$ cat src/anps_pkg.sv
// constants for the auto-negotiation partner status register bank
package anps_pkg;
	localparam int unsigned ADDR_W    = 8;
	localparam int unsigned DATA_W    = 32;
	localparam int unsigned REG_W     = 16;
	localparam int unsigned SEL_W     = 5;
	// register indices; byte address is four times the index
	localparam logic [ADDR_W-1:0] IDX_ADV = 8'h04;
	localparam logic [ADDR_W-1:0] IDX_LPA = 8'h05;
	localparam logic [ADDR_W-1:0] IDX_EXP = 8'h06;
	localparam logic [ADDR_W-1:0] IDX_OVR = 8'h10;
	localparam logic [ADDR_W-1:0] ADDR_ADV = 8'(IDX_ADV * 4);
	localparam logic [ADDR_W-1:0] ADDR_LPA = 8'(IDX_LPA * 4);
	localparam logic [ADDR_W-1:0] ADDR_EXP = 8'(IDX_EXP * 4);
	localparam logic [ADDR_W-1:0] ADDR_OVR = 8'(IDX_OVR * 4);
	// selector codes
	localparam logic [SEL_W-1:0] SEL_IEEE_8023 = 5'h01;
	localparam logic [SEL_W-1:0] SEL_IEEE_8029 = 5'h02;
	localparam logic [SEL_W-1:0] ADV_SEL_RESET = SEL_IEEE_8023;
	// partner ability fields
	localparam int unsigned LPA_NEXT_PAGE = 15;
	localparam int unsigned LPA_ACK       = 14;
	localparam int unsigned LPA_RFAULT    = 13;
	localparam int unsigned LPA_SEL_CW_W  = 4;
	localparam logic [REG_W-1:0] LPA_KEEP_MASK = 16'hE1FF;
	localparam logic [REG_W-1:0] LPA_RESET     = 16'h0000;
	// expansion fields
	localparam int unsigned EXP_PD_FAULT = 4;
	localparam int unsigned EXP_LP_NP    = 3;
	localparam int unsigned EXP_NP_ABLE  = 2;
	localparam int unsigned EXP_PAGE_RX  = 1;
	localparam int unsigned EXP_LP_AN    = 0;
	localparam logic        NP_ABLE_VAL  = 1'b1;
	// override control
	localparam int unsigned OVR_BIT   = 15;
	localparam logic        OVR_RESET = 1'b0;
endpackage

$ cat src/anps_regs.sv
// auto-negotiation advertisement, partner ability and expansion registers on APB
// Overview of operation
// [RULE_01] transmit local selector, reset to 802.3 code
// [RULE_02] load partner register from received code word
// [RULE_03] software trusts partner data after completion
// [RULE_04] partner next-page flag in bit 15
// [RULE_05] partner acknowledge in bit 14
// [RULE_06] partner remote fault in bit 13
// [RULE_07] partner technology abilities in bits 8:5
// [RULE_08] partner 100BASE-T4 bit reads zero
// [RULE_09] partner bits 12:10 read zero
// [RULE_10] software writes reserved bits at defaults
// [RULE_11] partner selector in bits 4:0
// [RULE_12] expansion bits 15:5 read zero
// [RULE_13] override-write bits need override bit set
// [RULE_14] expansion bit 3: partner next-page able
// [RULE_15] expansion bit 2 reads one
// [RULE_16] expansion bit 1 latches page received
// [RULE_17] expansion read clears page received
// [RULE_18] expansion bit 4 latches parallel fault
// [RULE_19] expansion bit 0 follows valid pulse bursts
// [RULE_20] latched bits hold until register read
`timescale 1ns/1ps
`default_nettype none
module anps_regs
(
	input  wire logic                              pclk,
	input  wire logic                              presetn,
	input  wire logic                              psel,
	input  wire logic                              penable,
	input  wire logic                              pwrite,
	input  wire logic [anps_pkg::ADDR_W-1:0]       paddr,
	input  wire logic [anps_pkg::DATA_W-1:0]       pwdata,
	output logic      [anps_pkg::DATA_W-1:0]       prdata,
	output logic                                   pready,
	output logic                                   pslverr,
	input  wire logic                              lcw_valid,
	input  wire logic [anps_pkg::REG_W-1:0]        lcw_data,
	input  wire logic                              flp_ok,
	input  wire logic                              pd_fault,
	output logic      [anps_pkg::SEL_W-1:0]        adv_selector
);
	typedef struct packed
	{
		logic [anps_pkg::REG_W-1:0]  lpa;
		logic                        lp_np_able;
		logic                        lp_an_able;
		logic                        override;
		logic [anps_pkg::DATA_W-1:0] rdata;
		logic                        ready;
		logic                        slverr;
		logic                        snap_page;
		logic                        snap_fault;
		logic                        exp_read;
	} anps_state_t;

	anps_state_t st_reg;
	anps_state_t st_next;

	logic                         setup;
	logic                         done;
	logic                         wr_done;
	logic                         exp_clr;
	logic                         page_flag;
	logic                         fault_flag;
	logic [anps_pkg::SEL_W-1:0]   sel_q;
	logic [anps_pkg::REG_W-1:0]   exp_word;
	logic [anps_pkg::REG_W-1:0]   adv_word;
	logic [anps_pkg::REG_W-1:0]   ovr_word;
	logic [anps_pkg::REG_W-1:0]   rd_word;
	logic                         hit;

	assign setup   = psel & ~penable;
	assign done    = psel & penable & st_reg.ready;
	assign wr_done = done & pwrite;
	// clear only what the master actually saw set, so a new event is not lost
	assign exp_clr = done & ~pwrite & st_reg.exp_read; // [RULE_17]

	anps_cw_field #(
		.W     (anps_pkg::SEL_W),
		.RESET (anps_pkg::ADV_SEL_RESET)
	) u_adv_sel (
		.pclk     (pclk),
		.presetn  (presetn),
		.wr_en    (wr_done && paddr == anps_pkg::ADDR_ADV),
		.override (st_reg.override),
		.wr_data  (pwdata[anps_pkg::SEL_W-1:0]),
		.value    (sel_q)
	); // [RULE_01]

	anps_lh_flag u_page_rx (
		.pclk    (pclk),
		.presetn (presetn),
		.set_evt (lcw_valid),
		.clr_req (exp_clr & st_reg.snap_page),
		.flag    (page_flag)
	); // [RULE_16] [RULE_17]

	anps_lh_flag u_pd_fault (
		.pclk    (pclk),
		.presetn (presetn),
		.set_evt (pd_fault),
		.clr_req (exp_clr & st_reg.snap_fault),
		.flag    (fault_flag)
	); // [RULE_18]

	always_comb
	begin
		exp_word = '0; // [RULE_12]
		exp_word[anps_pkg::EXP_PD_FAULT] = fault_flag; // [RULE_18]
		exp_word[anps_pkg::EXP_LP_NP]    = st_reg.lp_np_able; // [RULE_14]
		exp_word[anps_pkg::EXP_NP_ABLE]  = anps_pkg::NP_ABLE_VAL; // [RULE_15]
		exp_word[anps_pkg::EXP_PAGE_RX]  = page_flag; // [RULE_16]
		exp_word[anps_pkg::EXP_LP_AN]    = st_reg.lp_an_able; // [RULE_19]
		adv_word = '0;
		adv_word[anps_pkg::SEL_W-1:0] = sel_q;
		ovr_word = '0;
		ovr_word[anps_pkg::OVR_BIT] = st_reg.override;
		hit = 1'b1;
		case (paddr)
			anps_pkg::ADDR_ADV: rd_word = adv_word;
			// masking keeps reserved and T4 bits at zero on every read
			anps_pkg::ADDR_LPA: rd_word = st_reg.lpa & anps_pkg::LPA_KEEP_MASK; // [RULE_08] [RULE_09]
			anps_pkg::ADDR_EXP: rd_word = exp_word;
			anps_pkg::ADDR_OVR: rd_word = ovr_word;
			default:
			begin
				rd_word = '0;
				hit = 1'b0;
			end
		endcase
	end

	always_comb
	begin
		st_next = st_reg;
		// zero-wait slave: ready rises for the single access cycle
		st_next.ready  = setup;
		st_next.slverr = setup & ~hit;
		if (setup)
		begin
			st_next.rdata      = pwrite ? '0 : {16'h0000, rd_word};
			st_next.exp_read   = ~pwrite & (paddr == anps_pkg::ADDR_EXP);
			st_next.snap_page  = page_flag;
			st_next.snap_fault = fault_flag;
		end
		else if (done)
			st_next.exp_read = 1'b0;
		st_next.lp_an_able = flp_ok; // [RULE_19]
		if (wr_done && paddr == anps_pkg::ADDR_OVR)
			st_next.override = pwdata[anps_pkg::OVR_BIT];
		if (wr_done && paddr == anps_pkg::ADDR_LPA && st_reg.override) // [RULE_13]
			st_next.lpa[anps_pkg::LPA_SEL_CW_W-1:0] = pwdata[anps_pkg::LPA_SEL_CW_W-1:0];
		// received word wins over a same-cycle override write
		if (lcw_valid)
		begin
			st_next.lpa        = lcw_data & anps_pkg::LPA_KEEP_MASK; // [RULE_02] [RULE_04] [RULE_05] [RULE_06] [RULE_07] [RULE_11]
			st_next.lp_np_able = lcw_data[anps_pkg::LPA_NEXT_PAGE]; // [RULE_14]
		end
	end

	always_ff @(posedge pclk or negedge presetn)
	begin
		if (!presetn)
		begin
			st_reg          <= '0;
			st_reg.lpa      <= anps_pkg::LPA_RESET;
			st_reg.override <= anps_pkg::OVR_RESET;
		end
		else
			st_reg <= st_next;
	end

	assign prdata       = st_reg.rdata;
	assign pready       = st_reg.ready;
	assign pslverr      = st_reg.slverr;
	assign adv_selector = sel_q;
endmodule // anps_regs
`default_nettype wire

$ cat src/anps_lh_flag.sv
// latching-high status flag, cleared only by a read that saw it set
`timescale 1ns/1ps
`default_nettype none
module anps_lh_flag
(
	input  wire logic pclk,
	input  wire logic presetn,
	input  wire logic set_evt,
	input  wire logic clr_req,
	output logic      flag
);
	typedef struct packed
	{
		logic flag;
	} anps_lh_state_t;

	anps_lh_state_t st_reg;
	anps_lh_state_t st_next;

	always_comb
	begin
		st_next = st_reg;
		// set wins over a clear landing in the same cycle
		st_next.flag = set_evt | (st_reg.flag & ~clr_req); // [RULE_20]
	end

	always_ff @(posedge pclk or negedge presetn)
	begin
		if (!presetn)
			st_reg <= '0;
		else
			st_reg <= st_next;
	end

	assign flag = st_reg.flag;
endmodule // anps_lh_flag
`default_nettype wire

$ cat src/anps_cw_field.sv
// field whose management writes pass only while override is set
`timescale 1ns/1ps
`default_nettype none
module anps_cw_field
#(
	parameter int unsigned           W     = 5,
	parameter logic [W-1:0]          RESET = '0
)
(
	input  wire logic         pclk,
	input  wire logic         presetn,
	input  wire logic         wr_en,
	input  wire logic         override,
	input  wire logic [W-1:0] wr_data,
	output logic      [W-1:0] value
);
	typedef struct packed
	{
		logic [W-1:0] value;
	} anps_cw_state_t;

	anps_cw_state_t st_reg;
	anps_cw_state_t st_next;

	always_comb
	begin
		st_next = st_reg;
		if (wr_en && override) // [RULE_13]
			st_next.value = wr_data;
	end

	always_ff @(posedge pclk or negedge presetn)
	begin
		if (!presetn)
			st_reg <= RESET;
		else
			st_reg <= st_next;
	end

	assign value = st_reg.value;
endmodule // anps_cw_field
`default_nettype wire

$ cat config.mk
export PLATFORM = sky130hd
export DESIGN_NAME = anps_regs
export DESIGN_NICKNAME = d
export VERILOG_FILES = /design/src/anps_pkg.sv /design/src/anps_regs.sv /design/src/anps_lh_flag.sv /design/src/anps_cw_field.sv
export SDC_FILE = /design/constraint.sdc
export NUM_CORES = 1
export LEC_CHECK = 0
export BUFFER_PORTS_ARGS = -buffer_cell sky130_fd_sc_hd__buf_2
export CAP_MARGIN = 20
export CORE_AREA = 2 2 60 90
export DETAILED_ROUTE_END_ITERATION = 10
export DIE_AREA = 0 0 62 92
export PLACE_DENSITY_LB_ADDON = 0.2
export SYNTH_ARGS = -nofsm -noshare
export SYNTH_HDL_FRONTEND = slang
export SYNTH_HIERARCHICAL = 1
export SYNTH_SLANG_ARGS = --single-unit
$ cat constraint.sdc
create_clock -name pclk -period 1.24 [get_ports pclk]
set_input_delay 0.124 -clock pclk [delete_from_list [all_inputs] [get_ports pclk]]
set_output_delay 0.124 -clock pclk [all_outputs]
set_load 0.01 [all_outputs]
==> summary.txt, run 1 <==
Worst setup path
  • Startpoint types: register
  • Crit Reg-Reg Endpoint: u_adv_sel/value[2]
  • FF-to-FF Start: pready
  • Crit Path Class: register to register
  • Arrival time at the worst endpoint: about 1400 ps
  • R2R Setup Slk: -10 ps
  • Worst-case reg-to-reg path depth: 5
  • Crit Path Max Fanout: 5
  • Critical Path RT: approximately 1400 ps
  • Crit. End Element: register

Route
  • Detailed Route WL: 3.74 mm
  • Drc violations: 0
  • Vias: between 1000 and 1500
  • Routed Antenna Nets: 0
  • DRT Pass-1 Iters: 4
  • Routed vias/inst: 4.62
  • Initial DRC count: 24
  • Routed wire length per instance: 12.6 um

CTS
  • Worst skew pair latency: 280 ps
  • Clk buf depth: 2
  • CTS tree: built
  • CTS sink count: 38
  • Clock slew at reported path FFs: 70 ps
  • Postcts setup bufs: 0
  • CTS Buf Count: 5
  • Cell chosen for the clock root: clkbuf_8
  • Number of H-tree levels: 2

Die
  • DIE AREA: 5700 um2
  • Die H: around 92 um
  • Die Wd: 62 um
  • Rows: 32
  • Top Ports: 103
  • Initial Util: 0.391
  • Core area: roughly 5000 um2

STA
  • Setup TNS: -41.8 ps
  • RSZ-0062 raised after global routing: true
  • Setup ws final: -11.8 ps
  • Fin crit period: 1250 ps
  • Worst Clk Skew: 3.72 ps
  • Final Hold Violating Endpoints: 0
  • Final setup violation count: 4
  • Slew Limit Fails: 0
  • Final worst-path cycle share: 1.01
  • Fmax: 799 MHz

Pwr
  • Leak: 0.00124 uW
  • Total power draw: 2380 uW
  • PD cells: 1000 nW/um2
  • Worst vdd ir: 0.717 mV

Global routing
  • GR peak layer: met2
  • Initial antenna violation count: 0
  • Global-route wire length before repair: around 6 mm
  • Global-route usage over all layers: 0.142
  • M3 GR Usage: 0.0367
  • Global route overflow: 0
  • Pin count of the biggest net entering global routing: 28
  • Met2 usage: 0.216
  • Met1 Use GR: 0.189
  • Number of global-route vias before repair: about 1300

Cells and area
  • FILL cells: ~500
  • Post-route insts no fill: 298
  • Fraction of layout cells with a size suffix above 1: 0.439
  • Layout Area Growth over Synthesis: 21.1%
  • Most frequent cells in the layout: buf_2, dfrtp_1, conb_1
  • Final Core Density: 0.474
  • Nets: just under 300
  • Commonest non-fill, non-tap cell in the layout: buf_2
  • Max reg flops: 14
  • Antenna cells: 0

Hold path
  • Hold crit path type: input pin to register
  • Beginning of the worst hold path: pd_fault
  • Worst Hold End: u_pd_fault/flag
  • Hold depth: 2

Yosys
  • Main synth FF type: dfrtp_1
  • Post-Syn Instances: 175
  • EDFF count, synth: 0
  • YS warnings: 6
  • Netlist Area Pre-Place: slightly below 2000 um2
  • Register bit total from synthesis: 38
  • Sequential fraction of the synthesis area: 0.486
  • Netlist cell types: 37
  • Syn Area/Cell: 11.2 um2
  • Async S/R FF share, synth: 1.00

Run status
  • Failing checks: setup timing
  • Status: complete, but fails checks

Placed design
  • Final HPWL DP: between 2 and 3 mm
  • Place WS: -175 ps
  • IO buf count: 52
  • Final Wtd Congestion: 0.695
  • # placed instances: 289

Job
  • Max Cap Violations: 0
[kinds of logic (layout without fill, tap and decap cells)]
group | after synthesis | after routing | share of synthesized area
buffers and inverters | 46 | 82 | 0.153
AOI/OAI and AO/OA | 29 | 29 | 0.111
other | 1 | 20 | 0.00191
and+or+nand+nor | 41 | 41 | 0.135
DFF | 38 | 38 | 0.486
muxes | 20 | 20 | 0.112
[power by group]
part | internal [uW] | switching (uW)
Combinational | 132 | 155
Sequential | 1280 | 22.9
Clock | 377 | 406
[worst max path at each step]
| stage | startpoint | end | slack (ps) |
|---|---|---|---|
| CTS | pready | u_adv_sel/value[3] | -20 |
| global placement | paddr[5] | u_adv_sel/value[2] | -140 |
| floorplan | pready | u_adv_sel/value[1] | 8 |
| global route | pready | u_adv_sel/value[1] | -60 |
| detailed placement | paddr[5] | u_adv_sel/value[3] | -180 |
| finish | pready | u_adv_sel/value[2] | -10 |
[final cells by class]
| type | instances | area (um2) | area share |
|---|---|---|---|
| repair buffers | 67 | 394 | 0.166 |
| multi-input cells | 110 | 833 | 0.351 |
| flip-flops and latches | 38 | 952 | 0.401 |
| clock buffers | 5 | 68.8 | 0.0290 |
| well taps | 68 | 85.1 | 0.0358 |
| inverters | 8 | 30.0 | 0.0127 |
| clock inverters | 2 | 10.0 | 0.00422 |
[what timing repair did]
action / 4_1_cts / 5_1_grt
hold buffers: 2 / 0
setup endpoints to repair: 4 / 8
pin swaps: 0 / 7
hold endpoints to repair: 12 / 0
gates resized for setup: 0 / 15
[worst max-delay path, stage by stage (launching register included)]
cell,delay [ps]
dfrtp_1,350
and3_4,220
nand2_4,60
nor2_4,120
nand2_4,90
mux2_4,300
[synth_stat cells (2+ instances only)]
cell	n	share of area
a21o_1	2	0.0077
a21oi_1	2	0.0051
a22o_1	12	0.054
and2_1	3	0.0096
and3_1	2	0.0064
buf_4	32	0.12
clkbuf_1	4	0.0077
dfrtp_1	37	0.47
inv_1	8	0.015
mux2_2	16	0.092
mux2i_1	4	0.020
nand2_1	13	0.025
nand2b_1	2	0.0064
nand3b_1	4	0.015
nor2_1	5	0.0096
o21ai_0	6	0.015
o311ai_0	3	0.013
[through the flow]
| step | instance area [um2] | hold slack (ps) |
|---|---|---|
| after floorplan | 2040 | -172 |
| after global placement | 2220 | 32.6 |
| after detailed placement | 2220 | 30.4 |
| after CTS | 2320 | 11.5 |
| after global routing | 2370 | 11.8 |
| final | 2370 | 17.6 |
[routing by layer]
metal / wire length [um] / up-vias
li1: - / 667
met1: 1620 / 660
met2: 1850 / 46
met3: 215 / 5
met4: 57 / 0
met5: 0 / -
(Power assumes the default switching activity.)
==> run 2: changes to the inputs <==
--- a/config.mk
+++ b/config.mk
@@ -7,9 +7,9 @@
 export LEC_CHECK = 0
 export BUFFER_PORTS_ARGS = -buffer_cell sky130_fd_sc_hd__buf_2
 export CAP_MARGIN = 20
-export CORE_AREA = 2 2 60 90
+export CORE_AREA = 2 2 57 86
 export DETAILED_ROUTE_END_ITERATION = 10
-export DIE_AREA = 0 0 62 92
+export DIE_AREA = 0 0 59 88
 export PLACE_DENSITY_LB_ADDON = 0.2
 export SYNTH_ARGS = -nofsm -noshare
 export SYNTH_HDL_FRONTEND = slang
==> constraint.sdc (replaced) <==
create_clock -name pclk -period 1.4 [get_ports pclk]
set_input_delay 0.14 -clock pclk [delete_from_list [all_inputs] [get_ports pclk]]
set_output_delay 0.14 -clock pclk [all_outputs]
set_load 0.01 [all_outputs]
==> run 2 against run 1 <==
Against the previous run: the run now ends clean; sequential cell count is the same; sequential power is 11% lower; clock power rose by 15%; die area down 9.0%; critical path type unchanged.
==> summary.txt, run 2 (synthesized netlist as in run 1, its figures left out) <==
CTS
  • Clk buf depth: 2
  • Number of H-tree levels: 2
  • Postcts setup bufs: 0
  • Cell chosen for the clock root: clkbuf_8
  • Worst skew pair latency: 290 ps
  • CTS Buf Count: 5
  • CTS sink count: 38
  • Clock slew at reported path FFs: 70 ps
  • CTS tree: built

Route
  • Drc violations: 0
  • Detailed Route WL: 3.67 mm
  • DRT Pass-1 Iters: 4
  • Initial DRC count: 24
  • Routed wire length per instance: 13.3 um
  • Routed Antenna Nets: 0
  • Routed vias/inst: 4.88
  • Vias: 1348

Pwr
  • Worst vdd ir: 0.637 mV
  • Switching power of the nets: 531 uW
  • Total power draw: 2300 uW
  • Leak: 0.00119 uW
  • Power share of the sequential group: 0.502
  • Clock power share: 0.393
  • P_int: 1770 uW
  • PD cells: 995 nW/um2
  • Power share of the combinational group: 0.105
  • Sw frac: 0.231

Global routing
  • Number of global-route vias before repair: between 1000 and 1500
  • GR peak layer: met2
  • Initial antenna violation count: 0
  • Global-route usage over all layers: 0.151
  • Global-route wire length before repair: 5.89 mm
  • Pin count of the biggest net entering global routing: 22
  • Global route overflow: 0
  • Met1 Use GR: 0.204
  • Met2 usage: 0.232
  • M3 GR Usage: 0.0458

Hold path
  • Hold crit path type: input pin to register
  • Beginning of the worst hold path: pd_fault

Die
  • Die Wd: 59 um
  • Top Ports: 103
  • Rows: 30
  • Die H: 88 um
  • DIE AREA: between 5000 and 6000 um2
  • Initial Util: 0.442
  • Core area: 4430 um2

STA
  • Final worst-path cycle share: 0.954
  • Fin crit period: 1340 ps
  • Final Hold Violating Endpoints: 0
  • Fmax: 749 MHz
  • Worst Clk Skew: 3.97 ps
  • Final setup violation count: 0
  • Min Hold Slack: 36.1 ps
  • RSZ-0062 raised after global routing: false
  • Slew Limit Fails: 0

Worst setup path
  • Crit. End Element: register
  • Crit Path Max Fanout: 5
  • Critical Path RT: 1580 ps
  • Arrival time at the worst endpoint: 1510 ps
  • FF-to-FF Start: pready
  • Crit Path Class: register to register
  • R2R Setup Slk: 60 ps
  • Setup crit start: pready
  • Startpoint types: register

Cells and area
  • Commonest non-fill, non-tap cell in the layout: buf_2
  • Antenna cells: 0
  • Sequential Area: about 950 um2
  • Nets: 291
  • FILL cells: 444
  • Fraction of layout cells with a size suffix above 1: 0.417
  • Max reg flops: 14
  • Design Area, Final: roughly 2300 um2
  • Most frequent cells in the layout: buf_2, dfrtp_1, conb_1
  • Layout Area Growth over Synthesis: 17.9%
  • Area of the multi-input gates: between 700 and 800 um2

Placed design
  • Final Wtd Congestion: between 0.7 and 0.8
  • IO buf count: 52
  • Final HPWL DP: 2.85 mm
  • Placement-stage cell area: 2180 um2

Job
  • Max Cap Violations: 0

Run status
  • Status: finished, final reports clean
## run 2: cell types whose count changed in the layout (fill, tap and decap cells not counted), sizes merged
cell,before,now
bufinv,0,1
buf,65,62
## run 2: area by class of cell
type / count / share of cell area
Clock inverter: 3 / 0.0173
Timing Repair Buffer: 64 / 0.165
Clock buffer: 5 / 0.0298
Multi-Input combinational cell: 110 / 0.337
Sequential cell: 38 / 0.412
Tap cell: 48 / 0.0260
Inverter: 8 / 0.0130
## run 2: worst paths after layout
check / end / cells after the start
max: u_adv_sel/value[3] / 5
min: u_pd_fault/flag / 2
max reg2reg: u_adv_sel/value[3] / 5
min reg2reg: prdata[15] / 2
max in group asynchronous: u_adv_sel/value[0] / 3
min in group asynchronous: st_reg[45] / 2
## run 2: power groups by stage
| stage | registers (uW) | logic (uW) | clock network (uW) |
|---|---|---|---|
| after global routing | 1160 | 272 | 988 |
| after CTS | 1160 | 245 | 930 |
| after global placement | 1180 | 238 | 0 |
| after detailed placement | 1180 | 239 | 0 |
| final | 1160 | 241 | 903 |
| after floorplan | 1170 | 166 | 0 |
## run 2: timing repair
item	in CTS	in global routing
hold buffers	2	0
endpoints found under the hold margin	19	0
endpoints found under the setup margin	0	5
resized for setup	0	1
## run 2: worst max-delay path, stage by stage (launching register included)
cell	delay (ps)
dfrtp_1	380
and3_2	250
nand2_1	60
nor2_1	40
nand2_2	140
mux2_2	350
## run 2: metrics by stage
stage          setup slack [ps]  utilization  setup TNS (ps)  std cells
6_report                   64.9        0.522               0        276
5_1_grt                    8.50        0.522               0        276
4_1_cts                    55.8        0.521               0        276
3_5_place_dp              -31.8        0.492            -321        266
3_3_place_gp              -24.7        0.492            -211        266
2_1_floorplan               106            -               0        194
## run 2: metal layers
metal,part of all wire,wire [um],up-vias
met5,0,0,-
met4,0.011,41,0
met3,0.058,212,5
met2,0.49,1780,44
met1,0.44,1630,640
li1,-,-,659
==> run 3: changes to the inputs <==
--- a/config.mk
+++ b/config.mk
@@ -10,7 +10,7 @@
 export CORE_AREA = 2 2 57 86
 export DETAILED_ROUTE_END_ITERATION = 10
 export DIE_AREA = 0 0 59 88
-export PLACE_DENSITY_LB_ADDON = 0.2
+export PLACE_DENSITY = 0.89
 export SYNTH_ARGS = -nofsm -noshare
 export SYNTH_HDL_FRONTEND = slang
 export SYNTH_HIERARCHICAL = 1
==> run 3 against run 2 <==
Against the previous run: fmax increased by 2.9%; sequential cell count unchanged; sequential power barely moved; critical endpoint is now u_adv_sel/value[4]; largest cell class unchanged; wire length shrank 1.6%; final cell count shrank 1.1%; first-iteration DRC count rose by 8.3%; non-clock buffer count fell by 3; core utilization decreased by 0.90 points; largest power group unchanged; total power decreased by 2.7%; sequential share of layout area rose by 0.73 points; worst hold slack improved by 7.4 ps.
==> summary.txt, run 3 (synthesized netlist as in run 1, its figures left out) <==
CTS
  • Clock slew at reported path FFs: 70 ps
  • Number of H-tree levels: 2
  • Cell chosen for the clock root: clkbuf_8
  • CTS sink count: 38
  • Worst skew pair latency: 280 ps
  • CTS tree: built
  • Clk buf depth: 2
  • CTS Buf Count: 5

Global routing
  • Global-route usage over all layers: 0.154
  • Initial antenna violation count: 0
  • Number of global-route vias before repair: 1340
  • Global-route wire length before repair: around 6 mm
  • Global route overflow: 0
  • Pin count of the biggest net entering global routing: 39

Cells and area
  • Final Core Density: 0.513
  • Nets: 288
  • Most frequent cells in the layout: buf_2, dfrtp_1, conb_1
  • Commonest non-fill, non-tap cell in the layout: buf_2
  • Fraction of layout cells with a size suffix above 1: 0.413
  • Antenna cells: 0
  • Max reg flops: 14
  • Layout Area Growth over Synthesis: 15.9%

Hold path
  • Hold depth: 2
  • Beginning of the worst hold path: pd_fault
  • Worst Hold End: u_pd_fault/flag
  • Hold crit path type: input pin to register

Route
  • Detailed Route WL: 3.61 mm
  • Routed Antenna Nets: 0
  • Routed wire length per instance: roughly 13 um
  • Routed vias/inst: a little under 5
  • Vias: 1358
  • Drc violations: 0
  • DRT Pass-1 Iters: 4
  • Initial DRC count: 26

STA
  • Final Hold Violating Endpoints: 0
  • Final worst-path cycle share: 0.926
  • RSZ-0062 raised after global routing: false
  • Fin crit period: between 1000 and 1500 ps
  • Setup ws final: ~100 ps
  • Slew Limit Fails: 0
  • Min Hold Slack: 43.5 ps
  • Final setup violation count: 0
  • Worst Clk Skew: 5.39 ps
  • Setup TNS: 0 ps
  • Fmax: approximately 770 MHz

Die
  • Die H: 88 um
  • Initial Util: 0.442
  • Rows: 30
  • Core area: roughly 4400 um2
  • DIE AREA: 5190 um2
  • Top Ports: between 100 and 150
  • Die Wd: 59 um

Worst setup path
  • Critical Path RT: 1570 ps
  • Arrival time at the worst endpoint: 1460 ps
  • Worst-case reg-to-reg path depth: 5
  • R2R Setup Slk: roughly 100 ps
  • Crit Path Class: register to register
  • FF-to-FF Start: pready
  • Startpoint types: register
  • Crit Path Max Fanout: 5
  • Crit. End Element: register
  • Crit Reg-Reg Endpoint: u_adv_sel/value[4]

Placed design
  • Final Wtd Congestion: 0.767
  • Final HPWL DP: around 2.8 mm
  • Place WS: -39.5 ps
  • IO buf count: 52

Pwr
  • Leak: around 0.0012 uW
  • Worst vdd ir: 0.513 mV
  • Total power draw: 2240 uW
  • PD cells: 985 nW/um2

Run status
  • Status: finished, final reports clean

Job
  • Max Cap Violations: 0
## run 3: cell count changes in the layout (fill, tap and decap cells not counted), sizes merged
cell    change
bufinv      -1
buf         -3
clkinv      -2
clkbuf      +3
## run 3: worst max-delay path, stage by stage (launching register included)
cell and delay [ps]:
dfrtp_1 390, and3_4 200, nand2_1 80, nor2_2 40, nand2_2 120, mux2_2 350
## run 3: worst max path at each step
stage                         endpoint     start  slack [ps]
finish              u_adv_sel/value[4]    pready         100
floorplan                   prdata[13]   penable         110
global placement    u_adv_sel/value[4]  paddr[1]          20
global route        u_adv_sel/value[4]    pready          50
CTS                 u_adv_sel/value[4]    pready          50
detailed placement  u_adv_sel/value[4]  paddr[1]         -40
## run 3: cell type report
class	count	area, um2
fillers	408	2160
inverters	8	30.0
repair buffers	61	333
clock buffers	8	110
flip-flops and latches	38	952
well taps	48	60.1
multi-input cells	110	786
## run 3: stage by stage
| step | instance area (um2) | std cells |
|---|---|---|
| finish | 2270 | 273 |
| global route | 2270 | 273 |
| CTS | 2260 | 273 |
| detailed placement | 2130 | 263 |
| global placement | 2130 | 263 |
| floorplan | 2030 | 194 |
## run 3: repair_timing
action,in CTS,in global routing
gates resized for setup,0,3
hold buffers,2,0
hold endpoints to repair,38,0
endpoints found under the setup margin,0,6
setup buffers,0,0
## run 3: routing by layer
metal / vias to the layer above / global-route usage / wire length, um
met5: - / 0 / 0
met4: 0 / 0.0806 / 82
met2: 54 / 0.242 / 1790
met1: 641 / 0.193 / 1510
li1: 656 / - / -
met3: 7 / 0.0414 / 215
## run 3: where the power goes
part | internal, uW | switching (uW) | total (uW)
Clock | 497 | 350 | 847
Combinational | 102 | 130 | 232
Sequential | 1140 | 21.3 | 1160
